File: src/rtl/bsc_pkg.sv
package bsc_pkg;

  // ----------------------------------------------------------------
  // Chain geometry
  // ----------------------------------------------------------------
  localparam int BSC_CHAIN_LEN = 198;
  localparam int BSC_PIN_SLOTS = 56;
  localparam int BSC_PORT_WIDTH = 8;
  localparam int BSC_CELLS_PER_PIN = 3;
  localparam int BSC_PIN_CELLS = 150;
  localparam int BSC_ANALOG_LEN = 48;
  localparam int BSC_ANALOG_MISC = 44;
  localparam int BSC_PORT_A = 0;
  localparam int BSC_PORT_F = 5;
  localparam int BSC_PORT_G = 6;
  localparam int BSC_F_TAP_FIRST = 4;
  localparam int BSC_G_PINS = 6;
  localparam int BSC_FIRST_OTHER_SLOT = 8;

  // Cell position inside one pin group, and the named top cells.
  localparam int BSC_CELL_DATA = 0;
  localparam int BSC_CELL_DIR = 1;
  localparam int BSC_CELL_PULLUP = 2;
  localparam int BSC_POS_STANDBY = 197;
  localparam int BSC_POS_CMP_OUT = 196;
  localparam int BSC_POS_MUX_USE = 195;
  localparam int BSC_POS_BANDGAP = 194;

  // ----------------------------------------------------------------
  // Register map
  // ----------------------------------------------------------------
  localparam logic [11:0] BSC_OFS_CTRL = 12'h000;
  localparam logic [11:0] BSC_OFS_STATUS = 12'h004;
  localparam int BSC_CTRL_ENABLE = 0;
  localparam int BSC_CTRL_CNT_CLR = 1;
  localparam int BSC_STAT_SELECTED = 16;
  localparam int BSC_STAT_TDO = 17;
  localparam logic BSC_CTRL_ENABLE_RST = 1'b1;
  localparam int BSC_SYNC_STAGES = 2;

  // Index of each synchronised pin in the sync vector.
  localparam int BSC_S_TCK = 0;
  localparam int BSC_S_TDI = 1;
  localparam int BSC_S_SEL = 2;
  localparam int BSC_S_CAP = 3;
  localparam int BSC_S_SHIFT = 4;
  localparam int BSC_S_UPD = 5;
  localparam int BSC_S_WIDTH = 6;

  // ----------------------------------------------------------------
  // Carriers
  // ----------------------------------------------------------------
  // Data sits in the lowest bit so a pin group drops straight into the chain.
  typedef struct packed {
    logic pin_pullup_cell;
    logic pin_direction_cell;
    logic pin_data_cell;
  } bsc_pin_s;

  typedef struct packed {
    logic cmp_standby_cell;
    logic cmp_output_cell;
    logic cmp_mux_use_cell;
    logic cmp_bandgap_select;
  } bsc_cmp_s;

  typedef struct packed {
    bsc_cmp_s cmp;
    logic [BSC_ANALOG_MISC-1:0] misc;
  } bsc_analog_s;

  // Port F upper half and the missing port G pins have no cells.
  function automatic bit bsc_pin_valid(input int idx);
    int port;
    int pbit;
    port = idx / BSC_PORT_WIDTH;
    pbit = idx % BSC_PORT_WIDTH;
    if (port == BSC_PORT_F && pbit >= BSC_F_TAP_FIRST) return 1'b0;
    if (port == BSC_PORT_G && pbit >= BSC_G_PINS) return 1'b0;
    return 1'b1;
  endfunction

  // Chain slot of a pin; port A runs backwards, the rest upwards; -1 when absent.
  function automatic int bsc_slot(input int idx);
    int slot;
    slot = BSC_FIRST_OTHER_SLOT;
    if (!bsc_pin_valid(idx)) return -1;
    if (idx / BSC_PORT_WIDTH == BSC_PORT_A) return BSC_PORT_WIDTH - 1 - idx;
    for (int j = BSC_FIRST_OTHER_SLOT; j < idx; j++) begin
      if (bsc_pin_valid(j)) slot++;
    end
    return slot;
  endfunction

endpackage

File: src/rtl/bsc_chain.sv
// Local design decisions: the register addresses and the APB interface to the registers.
`timescale 1ns/10ps
`default_nettype none

module bsc_chain
  import bsc_pkg::*;
(
  input wire logic pclk,
  input wire logic presetn,
  input wire logic clk_en,
  input wire logic psel,
  input wire logic penable,
  input wire logic pwrite,
  input wire logic [11:0] paddr,
  input wire logic [31:0] pwdata,
  output logic [31:0] prdata,
  output logic pready,
  output logic pslverr,
  input wire logic tck,
  input wire logic tdi,
  input wire logic chain_select,
  input wire logic capture_dr,
  input wire logic shift_dr,
  input wire logic update_dr,
  output logic tdo,
  output logic tdo_oe_n,
  input wire bsc_pin_s [BSC_PIN_SLOTS-1:0] pin_capture,
  input wire bsc_analog_s analog_capture,
  output bsc_pin_s [BSC_PIN_SLOTS-1:0] pin_drive,
  output bsc_analog_s analog_drive
);

  // ----------------------------------------------------------------
  // Pin synchronisation and TCK edge detection
  // ----------------------------------------------------------------
  logic [BSC_S_WIDTH-1:0] pins_async;
  logic [BSC_S_WIDTH-1:0] pins_s;
  logic tck_prev;
  logic tck_rise;
  logic tck_fall;
  logic chain_en;
  logic sel_ok;

  assign pins_async = {update_dr, shift_dr, capture_dr, chain_select, tdi, tck};

  bsc_sync #(
    .WIDTH(BSC_S_WIDTH)
  ) u_sync (
    .pclk(pclk),
    .presetn(presetn),
    .clk_en(clk_en),
    .async_in(pins_async),
    .sync_out(pins_s)
  );

  // Pin samples pass two flops too; a pin moving right at capture lands on either side, as on any scan cell.
  localparam int CAP_W = BSC_PIN_SLOTS * BSC_CELLS_PER_PIN + BSC_ANALOG_LEN;
  logic [CAP_W-1:0] cap_sync;
  bsc_pin_s [BSC_PIN_SLOTS-1:0] pin_cap_s;
  bsc_analog_s ana_cap_s;

  bsc_sync #(
    .WIDTH(CAP_W)
  ) u_cap_sync (
    .pclk(pclk),
    .presetn(presetn),
    .clk_en(clk_en),
    .async_in({pin_capture, analog_capture}),
    .sync_out(cap_sync)
  );

  assign {pin_cap_s, ana_cap_s} = cap_sync;

  // Remember the last synchronised TCK so both of its edges can be seen.
  always_ff @(posedge pclk or negedge presetn) begin
    if (!presetn) begin
      tck_prev <= 1'b0;
    end else if (clk_en) begin
      tck_prev <= pins_s[BSC_S_TCK];
    end
  end

  // TCK high time is about six pclk cycles, so each edge is seen exactly once.
  assign tck_rise = clk_en & pins_s[BSC_S_TCK] & ~tck_prev;
  assign tck_fall = clk_en & ~pins_s[BSC_S_TCK] & tck_prev;
  assign sel_ok = chain_en & pins_s[BSC_S_SEL];

  // ----------------------------------------------------------------
  // Parallel capture vector in chain order
  // ----------------------------------------------------------------
  logic [BSC_CHAIN_LEN-1:0] cap_vec;
  logic [BSC_CHAIN_LEN-1:0] shift_reg;
  logic [BSC_CHAIN_LEN-1:0] update_reg;

  // Each present pin lands in its slot; absent pins drive zero and capture nothing.
  for (genvar i = 0; i < BSC_PIN_SLOTS; i++) begin : g_pin
    localparam int SLOT = bsc_slot(i);
    if (SLOT >= 0) begin : g_cell
      assign cap_vec[SLOT*BSC_CELLS_PER_PIN +: BSC_CELLS_PER_PIN] = pin_cap_s[i];
      assign pin_drive[i] = update_reg[SLOT*BSC_CELLS_PER_PIN +: BSC_CELLS_PER_PIN];
    end else begin : g_none
      assign pin_drive[i] = '0;
    end
  end

  // Analog cells sit above every pin cell, the comparator group on top.
  assign cap_vec[BSC_CHAIN_LEN-1:BSC_PIN_CELLS] = ana_cap_s;
  assign analog_drive = update_reg[BSC_CHAIN_LEN-1:BSC_PIN_CELLS];

  // ----------------------------------------------------------------
  // Shift register: capture and shift on TCK rise
  // ----------------------------------------------------------------
  logic cap_evt;
  logic shift_evt;
  logic upd_evt;

  assign cap_evt = tck_rise & sel_ok & pins_s[BSC_S_CAP];
  assign shift_evt = tck_rise & sel_ok & pins_s[BSC_S_SHIFT];
  assign upd_evt = tck_fall & sel_ok & pins_s[BSC_S_UPD];

  // TDI enters at the top so bit 0, captured first, leaves first.
  always_ff @(posedge pclk or negedge presetn) begin
    if (!presetn) begin
      shift_reg <= '0;
    end else if (cap_evt) begin
      shift_reg <= cap_vec;
    end else if (shift_evt) begin
      shift_reg <= {pins_s[BSC_S_TDI], shift_reg[BSC_CHAIN_LEN-1:1]};
    end
  end

  // ----------------------------------------------------------------
  // Update latch and TDO on TCK fall
  // ----------------------------------------------------------------
  // The update latch holds pin values steady while the next row is shifted.
  always_ff @(posedge pclk or negedge presetn) begin
    if (!presetn) begin
      update_reg <= '0;
    end else if (upd_evt) begin
      update_reg <= shift_reg;
    end
  end

  // TDO changes on the falling edge so the tester samples it settled on the rise.
  always_ff @(posedge pclk or negedge presetn) begin
    if (!presetn) begin
      tdo <= 1'b0;
      tdo_oe_n <= 1'b1;
    end else if (tck_fall) begin
      tdo <= shift_reg[0];
      tdo_oe_n <= ~(sel_ok & pins_s[BSC_S_SHIFT]);
    end
  end

  // ----------------------------------------------------------------
  // Shift counter for software
  // ----------------------------------------------------------------
  logic [15:0] shift_count;
  logic cnt_clr;

  // A shift in the clearing cycle still counts, so no bit is lost.
  always_ff @(posedge pclk or negedge presetn) begin
    if (!presetn) begin
      shift_count <= '0;
    end else if (cap_evt) begin
      shift_count <= '0;
    end else if (shift_evt) begin
      shift_count <= cnt_clr ? 16'h0001 : shift_count + 16'h0001;
    end else if (cnt_clr) begin
      shift_count <= '0;
    end
  end

  // ----------------------------------------------------------------
  // APB slave
  // ----------------------------------------------------------------
  logic setup;
  logic wr_ctrl;
  logic hit;

  assign setup = psel & ~penable;
  assign hit = (paddr == BSC_OFS_CTRL) | (paddr == BSC_OFS_STATUS);
  assign wr_ctrl = clk_en & psel & penable & pready & pwrite & (paddr == BSC_OFS_CTRL);
  assign cnt_clr = wr_ctrl & pwdata[BSC_CTRL_CNT_CLR];

  // Enable gates the whole chain; with it low the scan pins are ignored.
  always_ff @(posedge pclk or negedge presetn) begin
    if (!presetn) begin
      chain_en <= BSC_CTRL_ENABLE_RST;
    end else if (wr_ctrl) begin
      chain_en <= pwdata[BSC_CTRL_ENABLE];
    end
  end

  // Answers are prepared in the setup cycle, so every access ends in one cycle.
  always_ff @(posedge pclk or negedge presetn) begin
    if (!presetn) begin
      pready <= 1'b0;
      pslverr <= 1'b0;
      prdata <= '0;
    end else if (clk_en) begin
      pready <= setup;
      pslverr <= setup & ~hit;
      prdata <= '0;
      if (setup && !pwrite && paddr == BSC_OFS_CTRL) begin
        prdata[BSC_CTRL_ENABLE] <= chain_en;
      end else if (setup && !pwrite && paddr == BSC_OFS_STATUS) begin
        prdata[15:0] <= shift_count;
        prdata[BSC_STAT_SELECTED] <= pins_s[BSC_S_SEL];
        prdata[BSC_STAT_TDO] <= tdo;
      end
    end
  end

  // ----------------------------------------------------------------
  // Checks
  // ----------------------------------------------------------------
  a_shift_lsb_first: assert property (@(posedge pclk) disable iff (!presetn)
    shift_evt && !cap_evt |=> shift_reg == {$past(pins_s[BSC_S_TDI]), $past(shift_reg[BSC_CHAIN_LEN-1:1])})
    else $error("chain did not shift toward bit zero");

  a_tdo_bit_zero: assert property (@(posedge pclk) disable iff (!presetn)
    tck_fall |=> tdo == $past(shift_reg[0]))
    else $error("tdo does not show chain bit zero");

  a_port_a_reversed: assert property (@(posedge pclk) disable iff (!presetn)
    cap_evt |=> shift_reg[(BSC_PORT_WIDTH-1)*BSC_CELLS_PER_PIN] == $past(pin_cap_s[0].pin_data_cell)
      && shift_reg[0] == $past(pin_cap_s[BSC_PORT_WIDTH-1].pin_data_cell))
    else $error("port a order is not reversed");

  a_analog_on_top: assert property (@(posedge pclk) disable iff (!presetn)
    cap_evt |=> shift_reg[BSC_CHAIN_LEN-1:BSC_PIN_CELLS] == $past(ana_cap_s))
    else $error("analog cells are not on top");

  a_pin_cell_order: assert property (@(posedge pclk) disable iff (!presetn)
    cap_evt |=> shift_reg[BSC_FIRST_OTHER_SLOT*BSC_CELLS_PER_PIN + BSC_CELL_DATA]
        == $past(pin_cap_s[BSC_FIRST_OTHER_SLOT].pin_data_cell)
      && shift_reg[BSC_FIRST_OTHER_SLOT*BSC_CELLS_PER_PIN + BSC_CELL_DIR]
        == $past(pin_cap_s[BSC_FIRST_OTHER_SLOT].pin_direction_cell)
      && shift_reg[BSC_FIRST_OTHER_SLOT*BSC_CELLS_PER_PIN + BSC_CELL_PULLUP]
        == $past(pin_cap_s[BSC_FIRST_OTHER_SLOT].pin_pullup_cell))
    else $error("pin cells out of order");

  a_tap_pins_skipped: assert property (@(posedge pclk) disable iff (!presetn)
    cap_evt |=> shift_reg[(BSC_PIN_CELLS/BSC_CELLS_PER_PIN - BSC_G_PINS)*BSC_CELLS_PER_PIN]
      == $past(pin_cap_s[BSC_PORT_G*BSC_PORT_WIDTH].pin_data_cell))
    else $error("port g does not follow port f bit three");

  a_cmp_top_cells: assert property (@(posedge pclk) disable iff (!presetn)
    cap_evt |=> shift_reg[BSC_POS_STANDBY] == $past(ana_cap_s.cmp.cmp_standby_cell)
      && shift_reg[BSC_POS_CMP_OUT] == $past(ana_cap_s.cmp.cmp_output_cell)
      && shift_reg[BSC_POS_MUX_USE] == $past(ana_cap_s.cmp.cmp_mux_use_cell)
      && shift_reg[BSC_POS_BANDGAP] == $past(ana_cap_s.cmp.cmp_bandgap_select))
    else $error("comparator cells misplaced");

  a_update_parallel: assert property (@(posedge pclk) disable iff (!presetn)
    upd_evt |=> update_reg == $past(shift_reg) ##1 (update_reg == $past(update_reg) || upd_evt))
    else $error("update latch lost the chain");

  // A capture loads every cell at once from the pin samples.
  a_capture_parallel: assert property (@(posedge pclk) disable iff (!presetn)
    cap_evt |=> shift_reg == $past(cap_vec))
    else $error("capture did not load all cells");

  // Between TCK rises the chain must sit still, or a slow tester would lose bits.
  a_chain_holds: assert property (@(posedge pclk) disable iff (!presetn)
    !cap_evt && !shift_evt |=> $stable(shift_reg))
    else $error("chain moved without a tck rise");

  // The pins see only what an update delivered.
  a_update_held: assert property (@(posedge pclk) disable iff (!presetn)
    !upd_evt |=> $stable(update_reg))
    else $error("update latch moved without an update");

  // TDO and its enable move only on a TCK fall, so the tester samples a settled level.
  a_tdo_held: assert property (@(posedge pclk) disable iff (!presetn)
    !tck_fall |=> $stable(tdo) && $stable(tdo_oe_n))
    else $error("tdo moved between tck falls");

  // TDO is driven only while the chain is selected and shifting.
  a_tdo_drive_shift: assert property (@(posedge pclk) disable iff (!presetn)
    tck_fall |=> tdo_oe_n == !$past(sel_ok && pins_s[BSC_S_SHIFT]))
    else $error("tdo enable wrong for shift state");

  // With the chain off or not selected, no scan edge may touch it.
  a_disabled_idle: assert property (@(posedge pclk) disable iff (!presetn)
    !sel_ok |=> $stable(shift_reg) && $stable(update_reg))
    else $error("chain moved while not selected");

  // Software sees one count per shifted bit.
  a_count_shifts: assert property (@(posedge pclk) disable iff (!presetn)
    shift_evt && !cap_evt && !cnt_clr |=> shift_count == $past(shift_count) + 16'h0001)
    else $error("shift count missed a bit");

endmodule
`default_nettype wire

File: src/rtl/bsc_sync.sv
`timescale 1ns/10ps
`default_nettype none

module bsc_sync
  import bsc_pkg::*;
#(
  parameter int WIDTH = 1
) (
  input wire logic pclk,
  input wire logic presetn,
  input wire logic clk_en,
  input wire logic [WIDTH-1:0] async_in,
  output logic [WIDTH-1:0] sync_out
);

  // ----------------------------------------------------------------
  // Two-stage synchroniser
  // ----------------------------------------------------------------
  logic [WIDTH-1:0] meta;

  // The first stage feeds only the second, so a metastable level never fans out.
  always_ff @(posedge pclk or negedge presetn) begin
    if (!presetn) begin
      meta <= '0;
      sync_out <= '0;
    end else if (clk_en) begin
      meta <= async_in;
      sync_out <= meta;
    end
  end

endmodule
`default_nettype wire

File: config.mk
export PLATFORM = sky130hd
export DESIGN_NAME = bsc_chain
export DESIGN_NICKNAME = d
export VERILOG_FILES = /design/src/rtl/bsc_pkg.sv /design/src/rtl/bsc_chain.sv /design/src/rtl/bsc_sync.sv
export SDC_FILE = /design/constraint.sdc
export NUM_CORES = 1
export LEC_CHECK = 0
export ABC_AREA = 1
export BUFFER_PORTS_ARGS = -buffer_cell sky130_fd_sc_hd__buf_2
export CORE_MARGIN = 4
export CORE_UTILIZATION = 38
export DETAILED_ROUTE_END_ITERATION = 12
export GPL_TIMING_DRIVEN = 1
export PLACE_DENSITY = 0.54
export SYNTH_ARGS = -nofsm -noshare
export SYNTH_HDL_FRONTEND = slang
export SYNTH_SLANG_ARGS = --single-unit
File: constraint.sdc
create_clock -name pclk -period 2.2 [get_ports pclk]
set_input_delay 0.33 -clock pclk [delete_from_list [all_inputs] [get_ports pclk]]
set_output_delay 0.33 -clock pclk [all_outputs]
set_load 0.01 [all_outputs]
* Word-level counts from Yosys, hierarchy flattened
Index checks and enable logic that the tools add are counted.
** Operators by class
- $add $sub $neg :: 1
- Muxes and demuxes :: 9
- Bitwise operators :: 25
- Reductions and logical operators :: 7
- Eq/ne operators :: 1
** Operator list (count)
- $mux W198 :: 2
- $mux W16 :: 4
- $and A1 B1 Y1 :: 19
- $mux W18 :: 1
- $mux W17 :: 1
- $add A16 B1 Y16 const B :: 1
- $eq A12 B3 Y1 const B :: 1
- $logic_not A12 Y1 :: 1
- $not A1 Y1 :: 5
- $logic_and A1 B1 Y1 :: 3
- $reduce_bool A3 Y1 :: 1
- $reduce_bool A2 Y1 :: 1
- $logic_not A1 Y1 :: 1
- $mux W1 :: 1
- $or A1 B1 Y1 :: 1
** Word-level totals
- Flip-flop bits (word level) :: 868
- Output and inout port bits :: 252

* Depth between registers and ports, before layout
Gate-level depths: netlist (run 1).
- Depth after elaboration :: 9
- Mapped depth :: 9

* Modules after synthesis
Synthesis (run 1) repeated with hierarchy kept, for this count alone.
** Second synthesis, totals
- Cells, all modules :: 4006
- Area total of the unflattened synthesis :: 35455.3 um^2
** By module, submodules not included
- bsc_chain :: area each 18679.2 um^2, cells an instance 2131, times used 1
- bsc_sync at u_cap_sync :: area each 16318.2 um^2, cells an instance 1824, times used 1
- bsc_sync at u_sync :: area each 457.9 um^2, cells an instance 51, times used 1

* Worst setup path after synthesis (run 1)
No wires, ideal clock.
- Path kind :: register to register
- Start :: register chain_en
- End :: register shift_reg[80]
- Period minus slack after synthesis :: 1621 ps
- Arrival time :: 1494 ps
- Path buffers :: 2
- Stages on the path, launching flop included :: 10
- Path slack :: 579 ps
- Setup time :: 127 ps
- Path through :: dfstp_2 -> nand2_1 -> inv_1 -> nand2_4 -> nor2_8 -> nor2_4 -> buf_2 -> buf_2 -> nand2_1 -> o211ai_2
** On the way
- Word-level cells in the longest chain between the ends :: 4
- Elaborated cells on any way between the ends :: 6
** RTL lines
- from (decl) :: RTL line bsc_chain.sv:41 : logic chain_en;
- from (signal assigned) :: RTL line bsc_chain.sv:191 : chain_en <= pwdata[BSC_CTRL_ENABLE];
- $and A1 B1 Y1 * :: RTL line bsc_chain.sv:86 : assign sel_ok = chain_en & pins_s[BSC_S_SEL];
- $and A1 B1 Y1 * :: RTL line bsc_chain.sv:117, bsc_chain.sv:118
- $and A1 B1 Y1, on equally long branches :: RTL line bsc_chain.sv:117, bsc_chain.sv:118
- $mux W198 or $reduce_bool A2 Y1 (tied branches)
- to (signal assigned) :: RTL line bsc_chain.sv:126 : shift_reg <= cap_vec;
- to (signal assigned) :: RTL line bsc_chain.sv:128 : shift_reg <= {pins_s[BSC_S_TDI], shift_reg[BSC_CHAIN_LEN-1:1]};
- to (decl) :: RTL line bsc_chain.sv:92 : logic [BSC_CHAIN_LEN-1:0] shift_reg;
Every way passes the cells marked *; elsewhere a longest branch is shown, timed or not.
A chain may end at the register's enable or synchronous reset.

* Worst setup path after layout (run 1)
- Start :: input clk_en
- End :: register pready
** RTL lines
- from (decl) :: RTL line bsc_chain.sv:10 : input wire logic clk_en,
- to (signal assigned) :: RTL line bsc_chain.sv:202 : pready <= setup;
- to (decl) :: RTL line bsc_chain.sv:17 : output logic pready,
No word-level cell between the ends.

==> results.ini, run 1 <==
[outcome]
status=complete, no violations

[job]
cap_violations=0

[routing]
via_count=24700
wl_per_cell_um=16.0
drt_iter0_markers=1441
firstDrtPassIters=5
drc_errors=0
drt-total-wl_um=85300
ant_nets=0
viasPerCell=4.62

[floorplanning]
core_um2=88400
dieWidth_um=306
ioPinCount=524
dieArea_um2=93800
num_rows=109
die_h_um=306
initial_core_util_pct=38.2

[timing]
fmax_mhz=496
setup_tns_ns=0
setup_viol=0
finalMaxSlewViolations=0
finalClockSkew_ns=0.0191
period_share_pct=91.6
period_needed_ns=2.02
tightest_slew_ns=1.10
maxSlewHeadroom_pct=26.6
rsz0062_at_grt=no
hold_violations=0

[power]
power_mw=48.3
power.switching_mw=14.8
power.internal_mw=33.4
swShare_pct=30.7
combinationalPowerShare_pct=21.1
seqPwrFrac_pct=45.6
p_per_area_nw_per_um2=1140
leakage_nw=20.6
p_clk_share_pct=33.2
vdd_ir_drop_max_mv=0.727

[clocking]
ctsResizeCount=0
root_buffer=clkbuf_16
cts_tree=yes
postCtsSetupBuffers=0
clockBufferDepth=3
clock_latency_ns=0.63
cts_hold_buf=214
htreeDepth=3
cts_buffers=93
clk_pin_slew_ns=0.05
clock_sinks=844

[global_routing]
grt_remaining_overflow=0
grt_max_degree=219
grt_pass1_wl_um=139000
grt_usage_pct=18.2
grt_pass1_vias=24900
grt_antenna_before_repair=2

[setup_path]
cp-start-kind=input port
critPathKind=in2reg
cp_data_arrival_time_ns=2.52
setup.worst_path.start=clk_en
cp-end-kind=flop
critPathRequiredTime_ns=2.70
reg2reg_from=chain_en
path_max_fanout=187

[placement]
gp_congestion=0.791
dpl_cell_area_um2=37000
io_buffers=443
dp_hpwl_um=54100

[yosys]
synth_area_um2=33800
synth_cells=3517
yosys_register_bits=844
seq_area_frac_synth_pct=62.5
avgSynthCellArea_um2=9.61
synth_cell_types=35
yosys_warnings=0

[cells_and_area]
multi_input_area_um2=9940
design_area_um2=42400
final_core_util_pct=47.9
seqCellArea_um2=21100
fin_nets=4377
synthToLayoutAreaGrowth_pct=25.4
fillers=8355
drive_gt1_share_pct=18.0

[hold_path]
hold_path_startpoint=pwrite
holdCritPathClass=in2reg

metal layers:
layer,share of wire (%),track usage (%),vias up
li1,-,-,12400
met3,4.0,3.09,153
met4,3.4,6.17,2
met5,0.015,0,-
met1,46,24.8,11700
met2,47,29.5,455
layout by cell type, fill, tap and decap left out, types with 2 or more instances in the layout:
master,netlist,routed
o211ai_2,104,104
inv_1,438,438
inv_16,0,4
dlygate4sd3_1,0,214
o21bai_1,5,5
o22ai_1,2,2
o21ai_1,40,40
nand2_1,851,851
o21ai_0,395,395
a21oi_1,204,204
diode_2,0,2
dfrtp_1,842,842
clkbuf_16,0,95
nand3_1,27,27
clkbuf_1,99,23
buf_4,46,21
bufinv_16,0,9
nor2_4,2,2
clkinvlp_4,0,4
o211ai_1,93,93
buf_8,0,2
clkinv_2,0,17
clkbuf_8,0,17
buf_12,0,24
dfstp_2,2,2
mux2_2,2,2
xor2_1,5,5
nor2_1,226,226
nand4_1,23,23
conb_1,1,32
buf_2,85,441
nor2_8,2,2
power by group through the flow:
stage	sequential, mW	clock (mW)	combinational (mW)
floorplan	22.5	0	5.30
global placement	22.2	0	9.89
detailed placement	22.3	0	10.1
CTS	22.1	16.5	10.4
global route	22.6	17.2	11.6
finish	22.0	16.0	10.2
final timing paths:
path	to	slack, ns	cells past startpoint
hold / removal	chain_en	0.11	5
min in group asynchronous	shift_reg[96]	0.42	3
hold reg to reg	tdo_oe_n	0.43	1
setup reg to reg	shift_reg[84]	0.21	7
max in group asynchronous	u_cap_sync.sync_out[47]	1.03	3
setup / recovery	pready	0.18	5
cell families (layout without fill, tap and decap cells):
logic type,count (synthesis),count (layout),share of synthesized area [%]
flops,844,844,62.5
buf+inv,680,1312,8.47
xor+xnor,6,6,0.155
other cells,1,34,0.0111
simple gates,1139,1139,13.2
compound gates,844,844,15.5
fa+ha+maj,1,1,0.0370
mux,2,2,0.0666
synth_stat cells, drive strengths merged:
cell	instances	share of area, %
clkinv	1	0.011
xor2	5	0.13
o22ai	2	0.037
inv	438	4.9
nand3	28	0.45
clkbuf	99	1.1
buf	142	2.5
a31oi	1	0.019
ha	1	0.037
nand2	853	9.5
o211ai	197	5.9
xnor2	1	0.026
dfstp	2	0.16
nor2	231	2.7
nand3b	1	0.022
dfrtp	842	62
a21oi	204	3.0
o21ai	435	6.4
conb	1	0.011
nor3	3	0.093
o21bai	5	0.11
mux2	2	0.067
nand4	23	0.43
per-stage QoR:
step / hold slack [ns] / setup WS [ns] / instances
3_5_place_dp: 0.422 / 0.177 / 4960
4_1_cts: 0.0571 / 0.161 / 5345
2_1_floorplan: 0.0344 / 0.579 / 3548
6_report: 0.106 / 0.185 / 5347
5_1_grt: 0.115 / 0.0315 / 5346
3_3_place_gp: 0.414 / 0.217 / 4960
final cells by class:
| class | instances | area share [%] |
|---|---|---|
| Inverter | 439 | 3.89 |
| Tap cell | 1165 | 3.44 |
| Antenna cell | 2 | 0.0118 |
| Timing Repair Buffer | 702 | 11.8 |
| Multi-Input combinational cell | 2024 | 23.5 |
| Sequential cell | 844 | 49.9 |
| Clock inverter | 36 | 1.14 |
| Clock buffer | 135 | 6.37 |
critical path, cell delays in order:
cell           delay (ns)
dlygate4sd3_1        0.59
buf_8                0.21
buf_12               0.50
o22ai_1              0.18
dlygate4sd3_1        0.59
Note: power is estimated with default switching activity, not from simulation.
==> inputs of run 2 (changes only) <==
--- a/config.mk
+++ b/config.mk
@@ -11,7 +11,7 @@
 export CORE_UTILIZATION = 38
 export DETAILED_ROUTE_END_ITERATION = 12
 export GPL_TIMING_DRIVEN = 1
-export PLACE_DENSITY = 0.54
+export PLACE_DENSITY_LB_ADDON = 0.08
 export SYNTH_ARGS = -nofsm -noshare
 export SYNTH_HDL_FRONTEND = slang
 export SYNTH_SLANG_ARGS = --single-unit
==> results.ini, run 2 (synthesis results as in run 1) <==
[clocking]
cts_buffers=96  ; +3.2%
clockBufferDepth=3  ; unchanged
htreeDepth=3  ; unchanged
clk_pin_slew_ns=0.06  ; about the same
root_buffer=clkbuf_16
clock_sinks=844  ; unchanged
ctsResizeCount=0  ; unchanged
clock_latency_ns=0.64  ; about the same
cts_tree=yes

[routing]
drc_errors=0  ; unchanged
ant_nets=0  ; unchanged
wl_per_cell_um=16.2  ; +1.3%
drt_iter0_markers=1491  ; +3.5%
drt-total-wl_um=86600  ; +1.6%
via_count=24800  ; +0.32%
viasPerCell=4.62  ; about the same
firstDrtPassIters=5  ; unchanged

[cells_and_area]
final_common_cell=nand2_1
fin_nets=4388  ; +0.25%
drive_gt1_share_pct=18.5  ; +0.42 points
final_core_util_pct=48.3  ; +0.39 points
synthToLayoutAreaGrowth_pct=26.4
design_area_um2=42700  ; +0.80%
final_cells=5362  ; +0.28%
final_cell_mix=851 x nand2_1, 842 x dfrtp_1, 441 x buf_2, 438 x inv_1, 395 x o21ai_0

[power]
swShare_pct=30.5  ; -0.27 points
p_clk_share_pct=34.1  ; +0.9 points
p_per_area_nw_per_um2=1150  ; +0.60%
leakage_nw=20.7  ; +0.83%
power_mw=48.9  ; +1.4%
combinationalPowerShare_pct=20.8  ; -0.3 points
power.internal_mw=34.0  ; +1.8%
power.switching_mw=14.9  ; +0.51%
seqPwrFrac_pct=45.2  ; -0.4 points
vdd_ir_drop_max_mv=0.634  ; -13%

[floorplanning]
initial_core_util_pct=38.2  ; unchanged
ioPinCount=524  ; unchanged
dieArea_um2=93800  ; unchanged
core_um2=88400  ; unchanged
dieWidth_um=306  ; unchanged
die_h_um=306  ; unchanged
num_rows=109  ; unchanged

[hold_path]
holdCritPathClass=in2async

[timing]
finalMaxSlewViolations=0  ; unchanged
tightest_slew_ns=1.20  ; +0.0977 ns
maxSlewHeadroom_pct=20.1  ; -6.5 points
hold_violations=0  ; unchanged
period_needed_ns=2.05  ; +0.0365 ns
setup_tns_ns=0  ; unchanged
period_share_pct=93.3  ; +1.7 points
setup_viol=0  ; unchanged
fmax_mhz=487  ; -1.8%
rsz0062_at_grt=no
finalClockSkew_ns=0.0188  ; -0.000295 ns

[setup_path]
r2r_cells=5  ; -2
worstReg2RegEnd=update_reg[30]
setup.worst_path.start=chain_en
cp-end-kind=flop
endpoint=update_reg[30]
reg2reg_from=chain_en
r2r_slack_ns=0.15  ; -0.06 ns
cp_data_arrival_time_ns=2.57  ; +0.05 ns
path_max_fanout=232  ; +24%
critPathKind=reg2reg
critPathRequiredTime_ns=2.72  ; +0.02 ns
cp-start-kind=flop

[global_routing]
grt_antenna_before_repair=8  ; +6
grt_max_degree=233  ; +6.4%
grt_remaining_overflow=0  ; unchanged
grt_pass1_vias=25200  ; +0.90%
grt_usage_pct=18.5  ; +0.36 points
grt_pass1_wl_um=141000  ; +1.3%

[placement]
dpl_cell_area_um2=37200  ; +0.55%
dp_hpwl_um=55300  ; +2.2%
gp_congestion=0.749  ; -5.3%
dp.cells=4972  ; +0.24%
io_buffers=443  ; unchanged

[outcome]
status=complete, no violations

[job]
cap_violations=0  ; unchanged

-- run 2: what timing repair did --
action,CTS,global route
setup buffers,0,0
hold buffers,210,0
hold endpoints to repair,549,0
-- run 2: layer usage --
layer	vias to the layer above	routed length [µm]	global-route usage (%)
li1	12400	-	-
met4	8	1990	5.39
met1	11800	40000	25.5
met2	435	40800	30.3
met5	-	48	0
met3	128	3860	3.14
-- run 2: through the flow --
step	setup slack [ns]	hold slack, ns
finish	0.148	0.126
global route	0.00924	0.124
global placement	0.154	0.218
detailed placement	0.163	0.226
floorplan	0.579	0.0344
CTS	0.140	0.0648
-- run 2: worst min-delay path by stage --
stage,start,endpoint,slack (ns),cells after the start
finish,presetn,update_reg[119],0.13,2
global route,presetn,update_reg[119],0.12,2
CTS,pwrite,chain_en,0.06,5
detailed placement,presetn,update_reg[119],0.23,1
global placement,presetn,update_reg[119],0.22,1
floorplan,presetn,prdata[0],0.03,0
-- run 2: final cells by class --
type / count / area [µm²]
clock buffer: 145 / 2910
multi-input combinational: 2024 / 9940
tap: 1165 / 1460
fill: 8491 / 45700
inverter: 439 / 1650
clock inverter: 31 / 443
sequential: 844 / 21100
antenna: 4 / 10.0
timing repair buffer: 710 / 5180
-- run 2: worst max-delay path, cell delays in order (launching register included) --
cell,delay (ns)
dfstp_2,0.58
nand2_1,0.06
inv_1,0.16
nand3_4,0.12
buf_12,0.22
o21ai_0,0.41
-- run 2: power groups by stage --
stage / registers (mW) / logic (mW) / clock network [mW]
global placement: 22.3 / 9.93 / 0
floorplan: 22.5 / 5.30 / 0
detailed placement: 22.4 / 10.1 / 0
finish: 22.1 / 10.2 / 16.7
global route: 22.6 / 11.7 / 17.8
CTS: 22.1 / 10.4 / 17.2
